==> src/sdb_params.svh <==
// sdb_params.svh: register indices, field positions, reset values and timing counts of the serial status/data block
// assumes inclusion by sdb_pkg and sdb_core; byte address on the bus is four times the index
// Contract
// - status readable anytime; writes to status change nothing.
// - receive-complete flag, status bit 7, sets once data lands in data register.
// - status bit 5 reads 1 when transmit register empty, 0 when occupied.
// - mode-fault flag, bit 4, sets on slave-select low as master with detection enabled.
// - mode-fault flag clears on first-control write after status read saw it set.
// - receive flag clears only on low-byte read after status read saw it set; here a word read at index 6 clears it too.
// - in 16-bit width, high-byte reads never change the receive flag.
// - in 16-bit width, clearing by low-byte read alone loses the high byte.
// - transmit-empty clears only on low-byte write after status read saw it set; here a full word write at index 6 clears it too.
// - data writes while transmit-empty is 0 are ignored.
// - high-byte writes never touch transmit-empty; low-only write leaves high byte undefined.
// - data high at 0x4, low at 0x5; reset zero; reads receive, writes transmit.
// - master starts queued data right after the previous transfer completes.
// - transfer done with receive flag clear copies shift register in and sets flag.
// - second word while flag set stays held in shift register; data register unchanged.
// - flag serviced before next transfer starts moves held word in; flag stays set.
// - flag serviced after next transfer started drops held word.
// - one data address serves receive reads and transmit writes.
// - mode fault drops master select, disables outputs, aborts transfer to idle.
`ifndef SDB_PARAMS_SVH
`define SDB_PARAMS_SVH
`define SDB_IDX_CTRL1 6'h00
`define SDB_IDX_CTRL2 6'h01
`define SDB_IDX_STATUS 6'h03
`define SDB_IDX_DATA_HI 6'h04
`define SDB_IDX_DATA_LO 6'h05
`define SDB_IDX_DATA_WORD 6'h06
`define SDB_ST_RCV 7
`define SDB_ST_TXE 5
`define SDB_ST_FAULT 4
`define SDB_C1_MASTER 4
`define SDB_C2_FAULT_EN 4
`define SDB_C2_WIDTH 6
`define SDB_DATA_RESET 16'h0000
`define SDB_CTRL_RESET 8'h00
`define SDB_RESP_OKAY 2'h0
`define SDB_RESP_SLVERR 2'h2
`define SDB_PIN_RESET 2'h2
`define SDB_CLK_NS 4
`define SDB_SCK_HALF_NS 20
`define SDB_SCK_HALF_CYC (((`SDB_SCK_HALF_NS) + (`SDB_CLK_NS) - 1) / (`SDB_CLK_NS))
`endif

==> src/sdb_pkg.sv <==
// sdb_pkg.sv: types of the serial status/data block
// assumes sdb_params.svh on the include path
`include "sdb_params.svh"
package sdb_pkg;
  typedef enum logic {SDB_IDLE = 1'b0, SDB_SHIFT = 1'b1} sdb_eng_t;

  typedef struct packed {
    logic awvalid;
    logic [7:0] awaddr;
    logic wvalid;
    logic [31:0] wdata;
    logic [3:0] wstrb;
    logic bready;
    logic arvalid;
    logic [7:0] araddr;
    logic rready;
  } sdb_axi_req_t;

  typedef struct packed {
    logic awready;
    logic wready;
    logic bvalid;
    logic [1:0] bresp;
    logic arready;
    logic rvalid;
    logic [31:0] rdata;
    logic [1:0] rresp;
  } sdb_axi_rsp_t;

  typedef struct packed {
    logic ss_n;
    logic miso;
  } sdb_pin_in_t;

  typedef struct packed {
    logic sck;
    logic sck_oe;
    logic mosi;
    logic mosi_oe;
  } sdb_pin_out_t;

  typedef struct packed {
    logic aw_full;
    logic [7:0] waddr;
    logic w_full;
    logic [15:0] wdata;
    logic [1:0] wstrb;
    logic awready;
    logic wready;
    logic bvalid;
    logic [1:0] bresp;
    logic arready;
    logic rvalid;
    logic [15:0] rdata;
    logic [1:0] rresp;
    logic [7:0] ctrl1;
    logic [7:0] ctrl2;
    logic rcv;
    logic txe;
    logic fault;
    logic arm_rx;
    logic arm_tx;
    logic arm_fault;
    logic held;
    logic [15:0] rx;
    logic [15:0] tx;
    logic [15:0] shreg;
    sdb_eng_t eng;
    logic [7:0] div;
    logic [4:0] bits;
    logic sck;
    logic mosi;
    logic oe;
  } sdb_state_t;
endpackage : sdb_pkg

==> src/sdb_core.sv <==
// sdb_core.sv: status flags, data buffering and master shift engine, AXI4-Lite slave
// assumes one clock aclk; pins arrive raw and are synchronised here
`timescale 1ns/1ps
`default_nettype none
`include "sdb_params.svh"
module sdb_core
  #(parameter logic [7:0] HALF_CYC = 8'(`SDB_SCK_HALF_CYC))
  (
  // clock and reset
  input wire logic aclk,
  input wire logic aresetn,
  // register bus
  input wire sdb_pkg::sdb_axi_req_t axi_req,
  output var sdb_pkg::sdb_axi_rsp_t axi_rsp,
  // link pins
  input wire sdb_pkg::sdb_pin_in_t pin_in,
  output var sdb_pkg::sdb_pin_out_t pin_out
  );
  import sdb_pkg::*;

  sdb_state_t st;
  sdb_state_t next_st;
  logic [1:0] pin_s;
  logic wide;
  logic wr_go;
  logic rd_go;
  logic rx_take;
  logic tx_take;
  logic done;
  logic mf_event;
  logic [5:0] widx;
  logic [5:0] ridx;

  function automatic logic [3:0] sdb_msb(input logic w);
    return w ? 4'hF : 4'h7;
  endfunction : sdb_msb

  // 8-bit width keeps only the low byte
  function automatic logic [15:0] sdb_cut(input logic [15:0] s, input logic w);
    return w ? s : {8'h00, s[7:0]};
  endfunction : sdb_cut

  // pin_s[1] is slave select, idle high
  sdb_sync #(.WIDTH(2), .RESET_VAL(`SDB_PIN_RESET)) u_sync
  (
    .aclk(aclk),
    .aresetn(aresetn),
    .din({pin_in.ss_n, pin_in.miso}),
    .dout(pin_s)
  );

  assign wide = st.ctrl2[`SDB_C2_WIDTH];

  always_comb
  begin
    next_st = st;
    wr_go = st.aw_full && st.w_full && !st.bvalid;
    rd_go = axi_req.arvalid && st.arready;
    widx = st.waddr[7:2];
    ridx = axi_req.araddr[7:2];
    rx_take = 1'b0;
    tx_take = 1'b0;
    done = 1'b0;
    mf_event = st.ctrl1[`SDB_C1_MASTER] && st.ctrl2[`SDB_C2_FAULT_EN] && !pin_s[1];
    if (axi_req.awvalid && st.awready)
    begin
      next_st.aw_full = 1'b1;
      next_st.waddr = axi_req.awaddr;
    end
    if (axi_req.wvalid && st.wready)
    begin
      next_st.w_full = 1'b1;
      next_st.wdata = axi_req.wdata[15:0];
      next_st.wstrb = axi_req.wstrb[1:0];
    end
    if (st.bvalid && axi_req.bready)
      next_st.bvalid = 1'b0;
    if (st.rvalid && axi_req.rready)
      next_st.rvalid = 1'b0;
    if (rd_go)
    begin
      next_st.rvalid = 1'b1;
      next_st.rresp = `SDB_RESP_OKAY;
      next_st.rdata = 16'h0000;
      case (ridx)
        `SDB_IDX_CTRL1: next_st.rdata = {8'h00, st.ctrl1};
        `SDB_IDX_CTRL2: next_st.rdata = {8'h00, st.ctrl2};
        `SDB_IDX_STATUS:
        begin
          next_st.rdata[`SDB_ST_RCV] = st.rcv;
          next_st.rdata[`SDB_ST_TXE] = st.txe;
          next_st.rdata[`SDB_ST_FAULT] = st.fault;
          next_st.arm_rx = st.rcv;
          next_st.arm_tx = st.txe;
          next_st.arm_fault = st.fault;
        end
        `SDB_IDX_DATA_HI: next_st.rdata = {8'h00, st.rx[15:8]};
        `SDB_IDX_DATA_LO:
        begin
          next_st.rdata = {8'h00, st.rx[7:0]};
          rx_take = 1'b1;
        end
        `SDB_IDX_DATA_WORD:
        begin
          next_st.rdata = st.rx;
          rx_take = 1'b1;
        end
        default: next_st.rresp = `SDB_RESP_SLVERR;
      endcase
    end
    if (rx_take && st.arm_rx)
    begin
      next_st.arm_rx = 1'b0;
      // held word survives only if no transfer has started since
      if (st.held)
      begin
        next_st.rx = sdb_cut(st.shreg, wide);
        next_st.held = 1'b0;
      end
      else
        next_st.rcv = 1'b0;
    end
    if (wr_go)
    begin
      next_st.aw_full = 1'b0;
      next_st.w_full = 1'b0;
      next_st.bvalid = 1'b1;
      next_st.bresp = `SDB_RESP_OKAY;
      case (widx)
        `SDB_IDX_CTRL1:
        begin
          if (st.wstrb[0])
            next_st.ctrl1 = st.wdata[7:0];
          if (st.arm_fault)
          begin
            next_st.fault = 1'b0;
            next_st.arm_fault = 1'b0;
          end
        end
        `SDB_IDX_CTRL2:
          if (st.wstrb[0])
            next_st.ctrl2 = st.wdata[7:0];
        `SDB_IDX_STATUS: next_st.bresp = `SDB_RESP_OKAY;
        `SDB_IDX_DATA_HI:
          if (st.txe && st.wstrb[0])
            next_st.tx[15:8] = st.wdata[7:0];
        `SDB_IDX_DATA_LO:
          if (st.txe && st.wstrb[0])
          begin
            next_st.tx[7:0] = st.wdata[7:0];
            tx_take = 1'b1;
          end
        `SDB_IDX_DATA_WORD:
          if (st.txe && st.wstrb == 2'h3)
          begin
            next_st.tx = st.wdata;
            tx_take = 1'b1;
          end
        default: next_st.bresp = `SDB_RESP_SLVERR;
      endcase
    end
    if (tx_take && st.arm_tx)
    begin
      next_st.txe = 1'b0;
      next_st.arm_tx = 1'b0;
    end
    if (mf_event)
    begin
      next_st.fault = 1'b1;
      next_st.ctrl1[`SDB_C1_MASTER] = 1'b0;
      next_st.eng = SDB_IDLE;
      next_st.sck = 1'b0;
    end
    else
    begin
      case (st.eng)
        SDB_IDLE:
          if (st.ctrl1[`SDB_C1_MASTER] && !st.txe)
          begin
            next_st.eng = SDB_SHIFT;
            next_st.shreg = sdb_cut(st.tx, wide);
            next_st.mosi = st.tx[sdb_msb(wide)];
            next_st.txe = 1'b1;
            next_st.held = 1'b0;
            next_st.div = 8'h00;
            next_st.bits = 5'h00;
            next_st.sck = 1'b0;
          end
        SDB_SHIFT:
          if (st.div == HALF_CYC - 8'h01)
          begin
            next_st.div = 8'h00;
            next_st.sck = !st.sck;
            // sample on rising, drive next bit on falling
            if (!st.sck)
            begin
              next_st.shreg = {st.shreg[14:0], pin_s[0]};
              next_st.bits = st.bits + 5'h01;
            end
            else
            begin
              next_st.mosi = st.shreg[sdb_msb(wide)];
              if (st.bits == 5'(sdb_msb(wide)) + 5'h01)
              begin
                next_st.eng = SDB_IDLE;
                done = 1'b1;
              end
            end
          end
          else
            next_st.div = st.div + 8'h01;
        default: next_st.eng = SDB_IDLE;
      endcase
    end
    if (done)
    begin
      // a clear in this same cycle loses to the new word
      if (!next_st.rcv)
      begin
        next_st.rx = sdb_cut(st.shreg, wide);
        next_st.rcv = 1'b1;
      end
      else
        next_st.held = 1'b1;
    end
    next_st.oe = next_st.ctrl1[`SDB_C1_MASTER];
    next_st.awready = !next_st.aw_full;
    next_st.wready = !next_st.w_full;
    next_st.arready = !next_st.rvalid;
  end

  always_ff @(posedge aclk)
  begin
    if (!aresetn)
    begin
      st <= '0;
      st.ctrl1 <= `SDB_CTRL_RESET;
      st.ctrl2 <= `SDB_CTRL_RESET;
      st.rx <= `SDB_DATA_RESET;
      st.tx <= `SDB_DATA_RESET;
      st.txe <= 1'b1;
    end
    else
      st <= next_st;
  end

  assign axi_rsp.awready = st.awready;
  assign axi_rsp.wready = st.wready;
  assign axi_rsp.bvalid = st.bvalid;
  assign axi_rsp.bresp = st.bresp;
  assign axi_rsp.arready = st.arready;
  assign axi_rsp.rvalid = st.rvalid;
  assign axi_rsp.rdata = {16'h0000, st.rdata};
  assign axi_rsp.rresp = st.rresp;
  assign pin_out.sck = st.sck;
  assign pin_out.sck_oe = st.oe;
  assign pin_out.mosi = st.mosi;
  assign pin_out.mosi_oe = st.oe;
endmodule : sdb_core
`default_nettype wire

==> src/sdb_sync.sv <==
// sdb_sync.sv: two-flop synchroniser for the link input pins
// assumes inputs asynchronous to aclk; reset level per bit is a parameter
`timescale 1ns/1ps
`default_nettype none
module sdb_sync
  #(parameter int WIDTH = 2,
    parameter logic [WIDTH-1:0] RESET_VAL = '0)
  (
  // clock and reset
  input wire logic aclk,
  input wire logic aresetn,
  // raw and synchronised levels
  input wire logic [WIDTH-1:0] din,
  output logic [WIDTH-1:0] dout
  );
  logic [WIDTH-1:0] meta;

  always_ff @(posedge aclk)
  begin
    if (!aresetn)
    begin
      meta <= RESET_VAL;
      dout <= RESET_VAL;
    end
    else
    begin
      meta <= din;
      dout <= meta;
    end
  end
endmodule : sdb_sync
`default_nettype wire

==> config.mk <==
export PLATFORM = sky130hd
export DESIGN_NAME = sdb_core
export DESIGN_NICKNAME = d
export VERILOG_FILES = /design/src/sdb_pkg.sv /design/src/sdb_core.sv /design/src/sdb_sync.sv
export VERILOG_INCLUDE_DIRS = /design/src
export SDC_FILE = /design/constraint.sdc
export NUM_CORES = 1
export LEC_CHECK = 0
export ABC_AREA = 0
export BUFFER_PORTS_ARGS = -buffer_cell sky130_fd_sc_hd__buf_4
export CAP_MARGIN = 20
export CORE_MARGIN = 2
export CORE_UTILIZATION = 50
export DETAILED_ROUTE_END_ITERATION = 10
export GPL_TIMING_DRIVEN = 1
export PLACE_DENSITY_LB_ADDON = 0.05
export SYNTH_ARGS = -nofsm -noshare
export SYNTH_HDL_FRONTEND = slang
export SYNTH_SLANG_ARGS = --single-unit
==> constraint.sdc <==
create_clock -name aclk -period 2.2 [get_ports aclk]
set_input_delay 0 -clock aclk [delete_from_list [all_inputs] [get_ports aclk]]
set_output_delay 0 -clock aclk [all_outputs]
set_load 0.02 [all_outputs]
==> results of run 1 <==
-- report_power, final --
| group | switching [µW] | internal [µW] | total, µW |
|---|---|---|---|
| sequential | 37.4 | 2580 | 2610 |
| combinational | 181 | 162 | 344 |
| clock | 1010 | 1690 | 2700 |
-- area by class of cell --
type	instances	area, µm²
Inverter	10	37.5
Timing Repair Buffer	126	1050
Sequential cell	140	2800
Fill cell	1085	4790
Tap cell	172	215
Clock buffer	24	502
Clock inverter	7	62.6
Multi-Input combinational cell	469	3270
-- layout by cell type, fill, tap and decap left out, types with 3 or more instances in the layout --
| cell | instances |
|---|---|
| o21ai_1 | 3 |
| dfxtp_1 | 140 |
| xnor2_1 | 3 |
| a22o_1 | 6 |
| o21a_1 | 3 |
| o21ai_2 | 16 |
| dlygate4sd3_1 | 36 |
| o21ai_0 | 11 |
| nor2_1 | 25 |
| clkbuf_16 | 17 |
| clkinv_2 | 5 |
| nand3_2 | 14 |
| nor4_1 | 3 |
| buf_4 | 89 |
| a21boi_1 | 5 |
| inv_1 | 10 |
| o211a_1 | 24 |
| and3_1 | 13 |
| nand3_1 | 17 |
| and2_1 | 7 |
| mux2i_1 | 38 |
| ha_1 | 4 |
| xor2_1 | 3 |
| o211ai_1 | 4 |
| clkbuf_8 | 5 |
| nor2b_1 | 39 |
| nand4_1 | 3 |
| a221o_1 | 20 |
| nand2_1 | 87 |
| a31oi_1 | 3 |
| a21oi_1 | 6 |
| a32o_1 | 5 |
| nor3b_1 | 3 |
| nand3b_1 | 5 |
| nand2b_1 | 6 |
| a22oi_1 | 11 |
| a21boi_0 | 28 |
| conb_1 | 18 |
-- Yosys cell counts (4+ instances only) --
library cell  count  area (µm²)
dfxtp_1         140        2800
nand2_1          87         327
buf_4            45         338
nor2b_1          39         244
mux2i_1          38         380
clkbuf_1         29         109
a21boi_0         28         210
nor2_1           25        93.8
o211a_1          24         240
a221o_1          20         200
nand3_1          17        85.1
o21ai_2          17         149
nand3_2          14         140
and3_1           13        81.3
a22oi_1          11        82.6
o21ai_0          11        55.1
inv_1            10        37.5
and2_1            8        50.1
a21oi_1           6        30.0
a22o_1            6        52.6
nand2b_1          6        37.5
a21boi_1          5        37.5
a32o_1            5        50.1
nand3b_1          5        37.5
buf_1             4        15.0
buf_2             4        20.0
buf_6             4        45.0
ha_1              4        50.1
o211ai_1          4        30.0
-- what timing repair did --
action | 4_1_cts | 5_1_grt
endpoints found under the hold margin | 31 | 0
hold buffers | 36 | 0
endpoints found under the setup margin | 0 | 16
resized for setup | 0 | 2
-- metrics by stage --
stage                     instances  power [µW]  hold WS, ns  area, µm²
after floorplan                 707        2880        0.101       6620
after global placement          881        2950        0.184       7000
after detailed placement        881        2960        0.191       7000
after CTS                       948        5690       0.0214       7930
after global routing            948        5850       0.0440       7940
final                           948        5650       0.0375       7940
-- worst reg2reg max path, stage by stage (launching register included) --
cell     delay, ns
dfxtp_1       0.34
inv_1         0.07
ha_1          0.15
or4b_4        0.49
o21ai_4       0.26
o21ai_4       0.20
a221o_1       0.32
o211a_1       0.14
-- per-layer routing --
layer  up-vias  track usage (%)  routed length, µm
met5         -                0                  0
met4         0             7.14                226
met3        15             4.25                519
met2       113             36.7               7060
met1      2426             28.7               7230
li1       2561                -                  -
-- worst max-delay path by stage --
stage	end	slack [ns]	depth (start not counted)
after detailed placement	st[31]	0.05	7
final	st[29]	0.12	7
after global placement	st[31]	0.13	7
after floorplan	st[25]	0.19	8
after CTS	st[29]	0.02	6
after global routing	st[26]	0.005	7
-- sequential cells by signal (all words and copies together), names as in the netlist --
signal and flops:
st 111, axi_rsp 23, pin_out 2, u_sync.dout 2, u_sync.meta 2
-- cell families after synthesis --
kind of cell             synth area share [%]
AND/OR/NAND/NOR                          19.9
flip-flops                               42.7
AO/OA/AOI/OAI                            21.0
multiplexers                             5.97
adder cells (fa/ha/maj)                 0.763
other                                  0.0572
XOR/XNOR                                0.801
buffers and inverters                    8.75
==> run summary, run 1 <==
Among all stages on the critical path, the largest delay is contributed by or4b_4. Number of standard cells after synthesis: 690. Counting flops and latches in the post-synthesis netlist gives 140. In this run the vertical extent of the chip is 119 µm.

For the final setup skew, the log shows 0.00540 ns. After detailed routing, the average wire length per cell comes to 15.9 µm. The path depth of the worst reg2reg path was 7; the async set-reset flop share out of synthesis was 0%. Tracing the worst setup path back leads to its startpoint at st[8]. Library cell appearing most often on the critical path: o21ai_4. In the routed design, unresolved DRC markers number 0. The routability congestion estimate is 0.784.

The worst min-delay path class was input pin to flip-flop. Buffering stage count on the worst path with inverters included: 1. Leading register cell type out of synthesis: dfxtp_1. The source of the worst hold timing path is axi_req[6].

The run gives 0 as the antenna violation net count after detailed routing. For the total clock buffers created by CTS, the log shows 17. Traced cell by cell, the critical path runs through inv_1 > ha_1 > or4b_4 > o21ai_4 > o21ai_4 > a221o_1 > o211a_1. The peak supply drop was 593 µV; the data arrival time at the worst-slack endpoint was 2.39 ns. The number of library cell types mapped by synthesis is 68, and the detailed-routing iteration count for the pre-antenna-repair pass is 5.

For the number of top-level pins, the log shows 106. The run gives 12700 µm² as the total core area. The worst reg2reg path endpoint is st[29]. The Yosys step of the flow raised 0 warnings. The post-synthesis instance area was 6560 µm²; the top fanout value on the critical path was 17. The tools report the clock tree root driver cell as clkbuf_16. The run gives 0.12 ns as the worst setup slack for register-to-register paths. The CTS clock-pin slew for the worst setup and hold paths was 0.06 ns. For hold timing, the worst endpoint is axi_rsp[1]. The routed layout has 5115 vias. Final critical-path required period: 2.08 ns.

Measured against its own limit, the worst slew margin works out to 59.0%. In the global route stage, overall resource usage came out at 22.0%. The die covers 14100 µm².

For the clock tree buffer depth, the log shows 2. The first global-routing pass estimated 24.7 mm of wire. The max-cap check violation count is 0.

The horizontal die dimension is 119 µm. Entering global routing, the biggest net connects 51 pins. For the final HPWL from detailed placement, the log shows 10.6 mm. At the later pin of the worst-skew pair, clock insertion delay measures 0.42 ns. The logs give 0.117 ns for the final worst setup slack and 62.4% for the final core utilization. Total power density per cell area: 712 nW/µm². For the number of antenna violations at the first check in global routing, the log shows 0. The number of synthesized flops with an enable pin works out to 0.

The critical path is of the flip-flop to flip-flop type. The clock drives 140 sinks. The total count of hold-check failures in the final report came out at 0. The tools report the sum of overflow across all layers after global routing as 0. TritonCTS built the clock tree. The logs give 15.0 mm for the routed wire length and 0 ns for the total negative slack. For this run, the post-layout net count is 829. The worst setup slack before clock tree synthesis was 0.0497 ns. During placement, the flow inserted port buffers numbering 65. Dividing the detail-routed via count by the number of cells gives 5.40. The total count of max-transition violations in the final report was 0. After floorplanning, the core was divided into 41 placement rows.

In the finished design, the share of the clock period the worst path needs comes to 94.7%. For this design the static power due to leakage is 0.00344 µW. The run gives 42.7% as the post-synthesis sequential area ratio. Static timing analysis puts the maximum clock frequency at 480 MHz.

STA classifies the critical path endpoint as a flip-flop. 0 antenna diodes ended up in the layout. The area growth from synthesis to layout came out at 21.0%.

The worst register-to-register path begins at st[8]. The worst setup path is launched from a flip-flop. Data required time at the worst endpoint: 2.50 ns. The run finished with clean final reports. The ratio of cells with drive above 1 in the final layout was 21.0%; the total of endpoints with negative setup slack in the final report was 0.

The synthesized area per cell was 9.51 µm²; the hold path depth was 4. The number of post-CTS setup repair buffers is 0. The tools report the first-iteration detailed-routing DRC count as 335. Setup repair after global routing left no endpoint under its margin.

The number of global-route vias before repair was 4803; the measured slew at the worst slew-check pin was 0.615 ns. Broken down by cell family, the worst path's largest delay share belongs to compound AO/OA/AOI/OAI gates. CTS built an H-tree with a depth of 4.

On the worst path, the slowest cell contributes a delay of 0.49 ns. The initial standard-cell utilization of the core is 51.6%.
(Power assumes the default switching activity.)
==> run 2: changes to the inputs <==
--- a/config.mk
+++ b/config.mk
@@ -6,7 +6,7 @@
 export SDC_FILE = /design/constraint.sdc
 export NUM_CORES = 1
 export LEC_CHECK = 0
-export ABC_AREA = 0
+export ABC_AREA = 1
 export BUFFER_PORTS_ARGS = -buffer_cell sky130_fd_sc_hd__buf_4
 export CAP_MARGIN = 20
 export CORE_MARGIN = 2
==> run summary, run 2 <==
The logs give 0 (unchanged) for the post-cts gate resize count and 17 (unchanged) for the total clock buffers created by CTS. Initial standard-cell utilization of the core: 50.7% (-0.89 points). The async set-reset flop share out of synthesis is 0% (unchanged), and the number of standard cells after synthesis is 880 (+28%). The logs give 0 (unchanged) for the total count of hold-check failures in the final report and 2 (unchanged) for the clock tree buffer depth.

The run finished with clean final reports. The worst hold slack came out at 0.0237 ns (-0.0138 ns). The post-synthesis instance area is 6340 µm² (-3.3%), and the measured slew at the worst slew-check pin is 0.908 ns (+0.293 ns). The max-cap check violation count was 0 (unchanged); the antenna violation net count after detailed routing was 0 (unchanged). Setup repair after global routing left no endpoint under its margin. The critical path startpoint was st[84]. The highest attainable clock frequency came out at 536 MHz (+12%). The most used standard cell by instance count after synthesis is nand2_1. The worst setup slack for register-to-register paths was 0.33 ns (+0.22 ns).

Leakage power total: 0.00325 µW (-5.6%). The total negative slack came out at 0 ns (unchanged). The largest net degree at the start of global routing is 107 (+110%).

The cell area reported after detailed placement is 6720 µm² (-4.1%), and the clock net sink count is 140 (unchanged). Number of design rule violations left after detail routing: 0 (unchanged). The routed wire length was 16.1 mm (+7.4%); the first-iteration detailed-routing DRC count was 419 (+25%). The overall via count from detail_route came out at 5807 (+14%).

The maximum cell stage delay along the critical path came out at 0.53 ns (+0.04 ns). By area, the combinational part of the netlist is dominated by simple AND/OR/NAND/NOR gates. The number of flip-flops under the largest register name came out at 111 (unchanged). The share of synthesized cell area in and, or, nand and nor gates was 25.9% (+6.0 points). The library cell appearing most often on the critical path is nand2_2.

The worst hold path terminates at axi_rsp[7]. The post-synthesis xor/xnor area fraction works out to 0.138% (-0.66 points). The layout net count was 1014 (+22%); the multiplexer area fraction after synthesis was 0% (-6.0 points). The run gives 42 (-38%) as the number of library cell types mapped by synthesis.

The worst min-delay path class was input pin to flip-flop. The final core utilization came out at 61.1% (-1.3 points). Vertical die dimension: 117 µm (-1.6%). The relative max-transition margin is 39.5% (-20 points), and the antenna cell count is 0 (unchanged).

The tools report the number of top-level pins as 106 (unchanged). The final critical-path required period came out at 1.87 ns (-0.216 ns). The CTS clock-pin slew for the worst setup and hold paths came out at 0.06 ns (about the same). The post-synthesis sequential area ratio was 44.2% (+1.5 points); the total power density per cell area was 791 nW/µm² (+11%).

The area growth from synthesis to layout is 20.5%. The share of the synthesized area in the top cell type was 44.2% (+1.5 points); the number of input and output port buffers inserted was 65 (unchanged). The synthesized area per cell was 7.21 µm² (-24%); the sum of overflow across all layers after global routing was 0 (unchanged). The total of endpoints with negative setup slack in the final report was 0 (unchanged).

The horizontal die dimension works out to 117 µm (-1.6%). TritonCTS built the clock tree. In the layout the commonest cells are nand2_1 (155), nor2_1 (151), dfxtp_1 (140). The detailed-routing iteration count for the pre-antenna-repair pass is 5 (unchanged).

For the total core area, the log shows 12500 µm² (-1.6%). The type of the worst setup path is flip-flop to flip-flop. The run gives 41 (unchanged) as the number of placement rows. The number of global-route vias before repair is 5490 (+14%), and the compound-gate portion of the synthesized area is 16.8% (-4.2 points). The final HPWL from detailed placement is 11.4 mm (+7.0%). The finished layout cell area was 7640 µm² (-3.7%); the number of flip-flops and latches in the synthesized netlist was 140 (unchanged).

The clock tree root driver cell is clkbuf_16. Count of filler cells inserted in the layout: 1193 (+10%). The H-tree depth is 4 (unchanged), and the first-pass GRT wire length is 26.4 mm (+6.9%).

The slowest stage cell on the critical path was dfxtp_1. The logs give 13600 µm² (-3.2%) for the floorplan die area and 31.4% (+2.8 points) for the met1 demand-to-capacity share in global routing. Met3 demand-to-capacity share in global routing: 6.85% (+2.6 points). The routability congestion estimate was 0.874 (+12%); the data required time at the worst endpoint was 2.54 ns (+0.04 ns). The register with the most flip-flops in the final layout is st. The post-detailed-route via-to-cell ratio was 5.12 (-5.1%).

The run gives 0.41 ns (about the same) as the latest clock arrival within the worst-skew pair. Most frequent standard cell in the layout excluding fill and tap cells: nand2_1. For the final setup skew, the log shows 0.00517 ns (-0.000223 ns). In this run the critical register-to-register path is captured at st[19].

The hold path depth came out at 3 (-1). The run gives 1134 (+20%) as the number of standard cells in the layout, taps in and fillers out. The number of antenna violations at the first check in global routing is 0 (unchanged), and the cell total after placement is 1072 (+22%). Counting instances in the post-synthesis netlist gives the leading cell types as nand2_1 (155), nor2_1 (151), dfxtp_1 (140). Met2 layer usage reported by global route: 42.6% (+5.9 points).

The total count of max-transition violations in the final report is 0 (unchanged). Reg-to-reg startpoint: st[84]. The number of post-CTS setup repair buffers came out at 0 (unchanged). The adder and majority gate portion of the synthesized area works out to 0.789% (+0.026 points). The leading register cell type out of synthesis was dfxtp_1. The number of synthesized flops with an enable pin is 0 (unchanged), and the count of yosys warnings during synthesis is 0 (unchanged). Most used routing layer: met2.

Walking the worst path, the cells encountered are nand2_1 > nand2_2 > nand2_2 > nor2_4 > nand2_2 > inv_2 > o21ai_0 > a21oi_1. The ratio of cells with drive above 1 in the final layout is 14.4% (-6.6 points), and the peak supply drop is 686 µV (+16%). The worst setup path is launched from a flip-flop. By area the synthesized netlist is led by dfxtp_1 (44%), nand2_1 (9.2%), nor2_1 (8.9%).

The top fanout value on the critical path came out at 18 (+1). The startpoint identified for the worst hold timing path is axi_req[3]. The wire length per cell is 14.2 µm (-10%). Period utilization: 84.8% (-9.8 points). STA classifies the critical path endpoint as a flip-flop.

The data arrival time at the worst-slack endpoint came out at 2.21 ns (-0.18 ns). The path depth of the worst reg2reg path is 8 (+1), and the all-layer global routing usage is 25.1% (+3.1 points). The largest total area in the synthesized netlist belongs to dfxtp_1.
## run 2: changes by cell type in the layout (fill, tap and decap cells not counted), sizes merged, moves of 39 or more
cell,change
nand2,+76
nor2b,-39
o21ai,+69
inv,+59
a21oi,+85
nor2,+136
## run 2: stage by stage
| step | total power [µW] | setup slack, ns |
|---|---|---|
| finish | 6040 | 0.334 |
| global route | 6270 | 0.0943 |
| CTS | 6080 | 0.332 |
| detailed placement | 3060 | 0.354 |
| global placement | 3050 | 0.434 |
| floorplan | 2960 | 0.635 |
## run 2: how the worst max path moves through the flow
stage                  end  slack [ns]  cells past startpoint
global placement    st[29]        0.43                      8
detailed placement  st[28]        0.35                      8
global route        st[25]        0.09                      8
floorplan           st[61]        0.63                     12
finish              st[19]        0.33                      8
CTS                 st[28]        0.33                      8
## run 2: layout make-up
class / count / area (µm²) / area share, %
clock buffer: 21 / 460 / 6.02
clock inverter: 11 / 166 / 2.18
inverter: 72 / 270 / 3.54
multi-input combinational: 609 / 2840 / 37.1
sequential: 140 / 2800 / 36.7
tap: 172 / 215 / 2.82
timing repair buffer: 109 / 893 / 11.7
## run 2: repair_timing
action / in CTS / in global routing
hold buffers: 30 / 0
hold endpoints to repair: 30 / 0
endpoints found under the setup margin: 0 / 0
## run 2: per-layer routing
layer	vias to the layer above	wire length [µm]
met5	-	0
met3	19	825
met2	153	7770
met1	2697	7290
li1	2938	-
met4	0	261
## run 2: critical path: cells and delay by family (launching register included)
family                 cells  cell delay [ns]
AOI/OAI and AO/OA          2             0.30
buffers and inverters      1             0.24
DFF                        1             0.53
and+or+nand+nor            5             0.71
## run 2: kinds of logic (layout without fill, tap and decap cells)
logic type / count (synthesis) / after routing
DFF: 140 / 140
other: 1 / 18
AOI/OAI and AO/OA: 206 / 206
and+or+nand+nor: 380 / 380
adders and majority gates: 4 / 4
xor gates and xnor gates: 1 / 1
buffers and inverters: 148 / 213
## run 2: power breakdown
group          internal [µW]  switching, µW  leakage (µW)
Clock                   1950           1050      0.000299
Sequential              2600           49.0       0.00114
Combinational            169            233       0.00181
Total                   4720           1330       0.00325
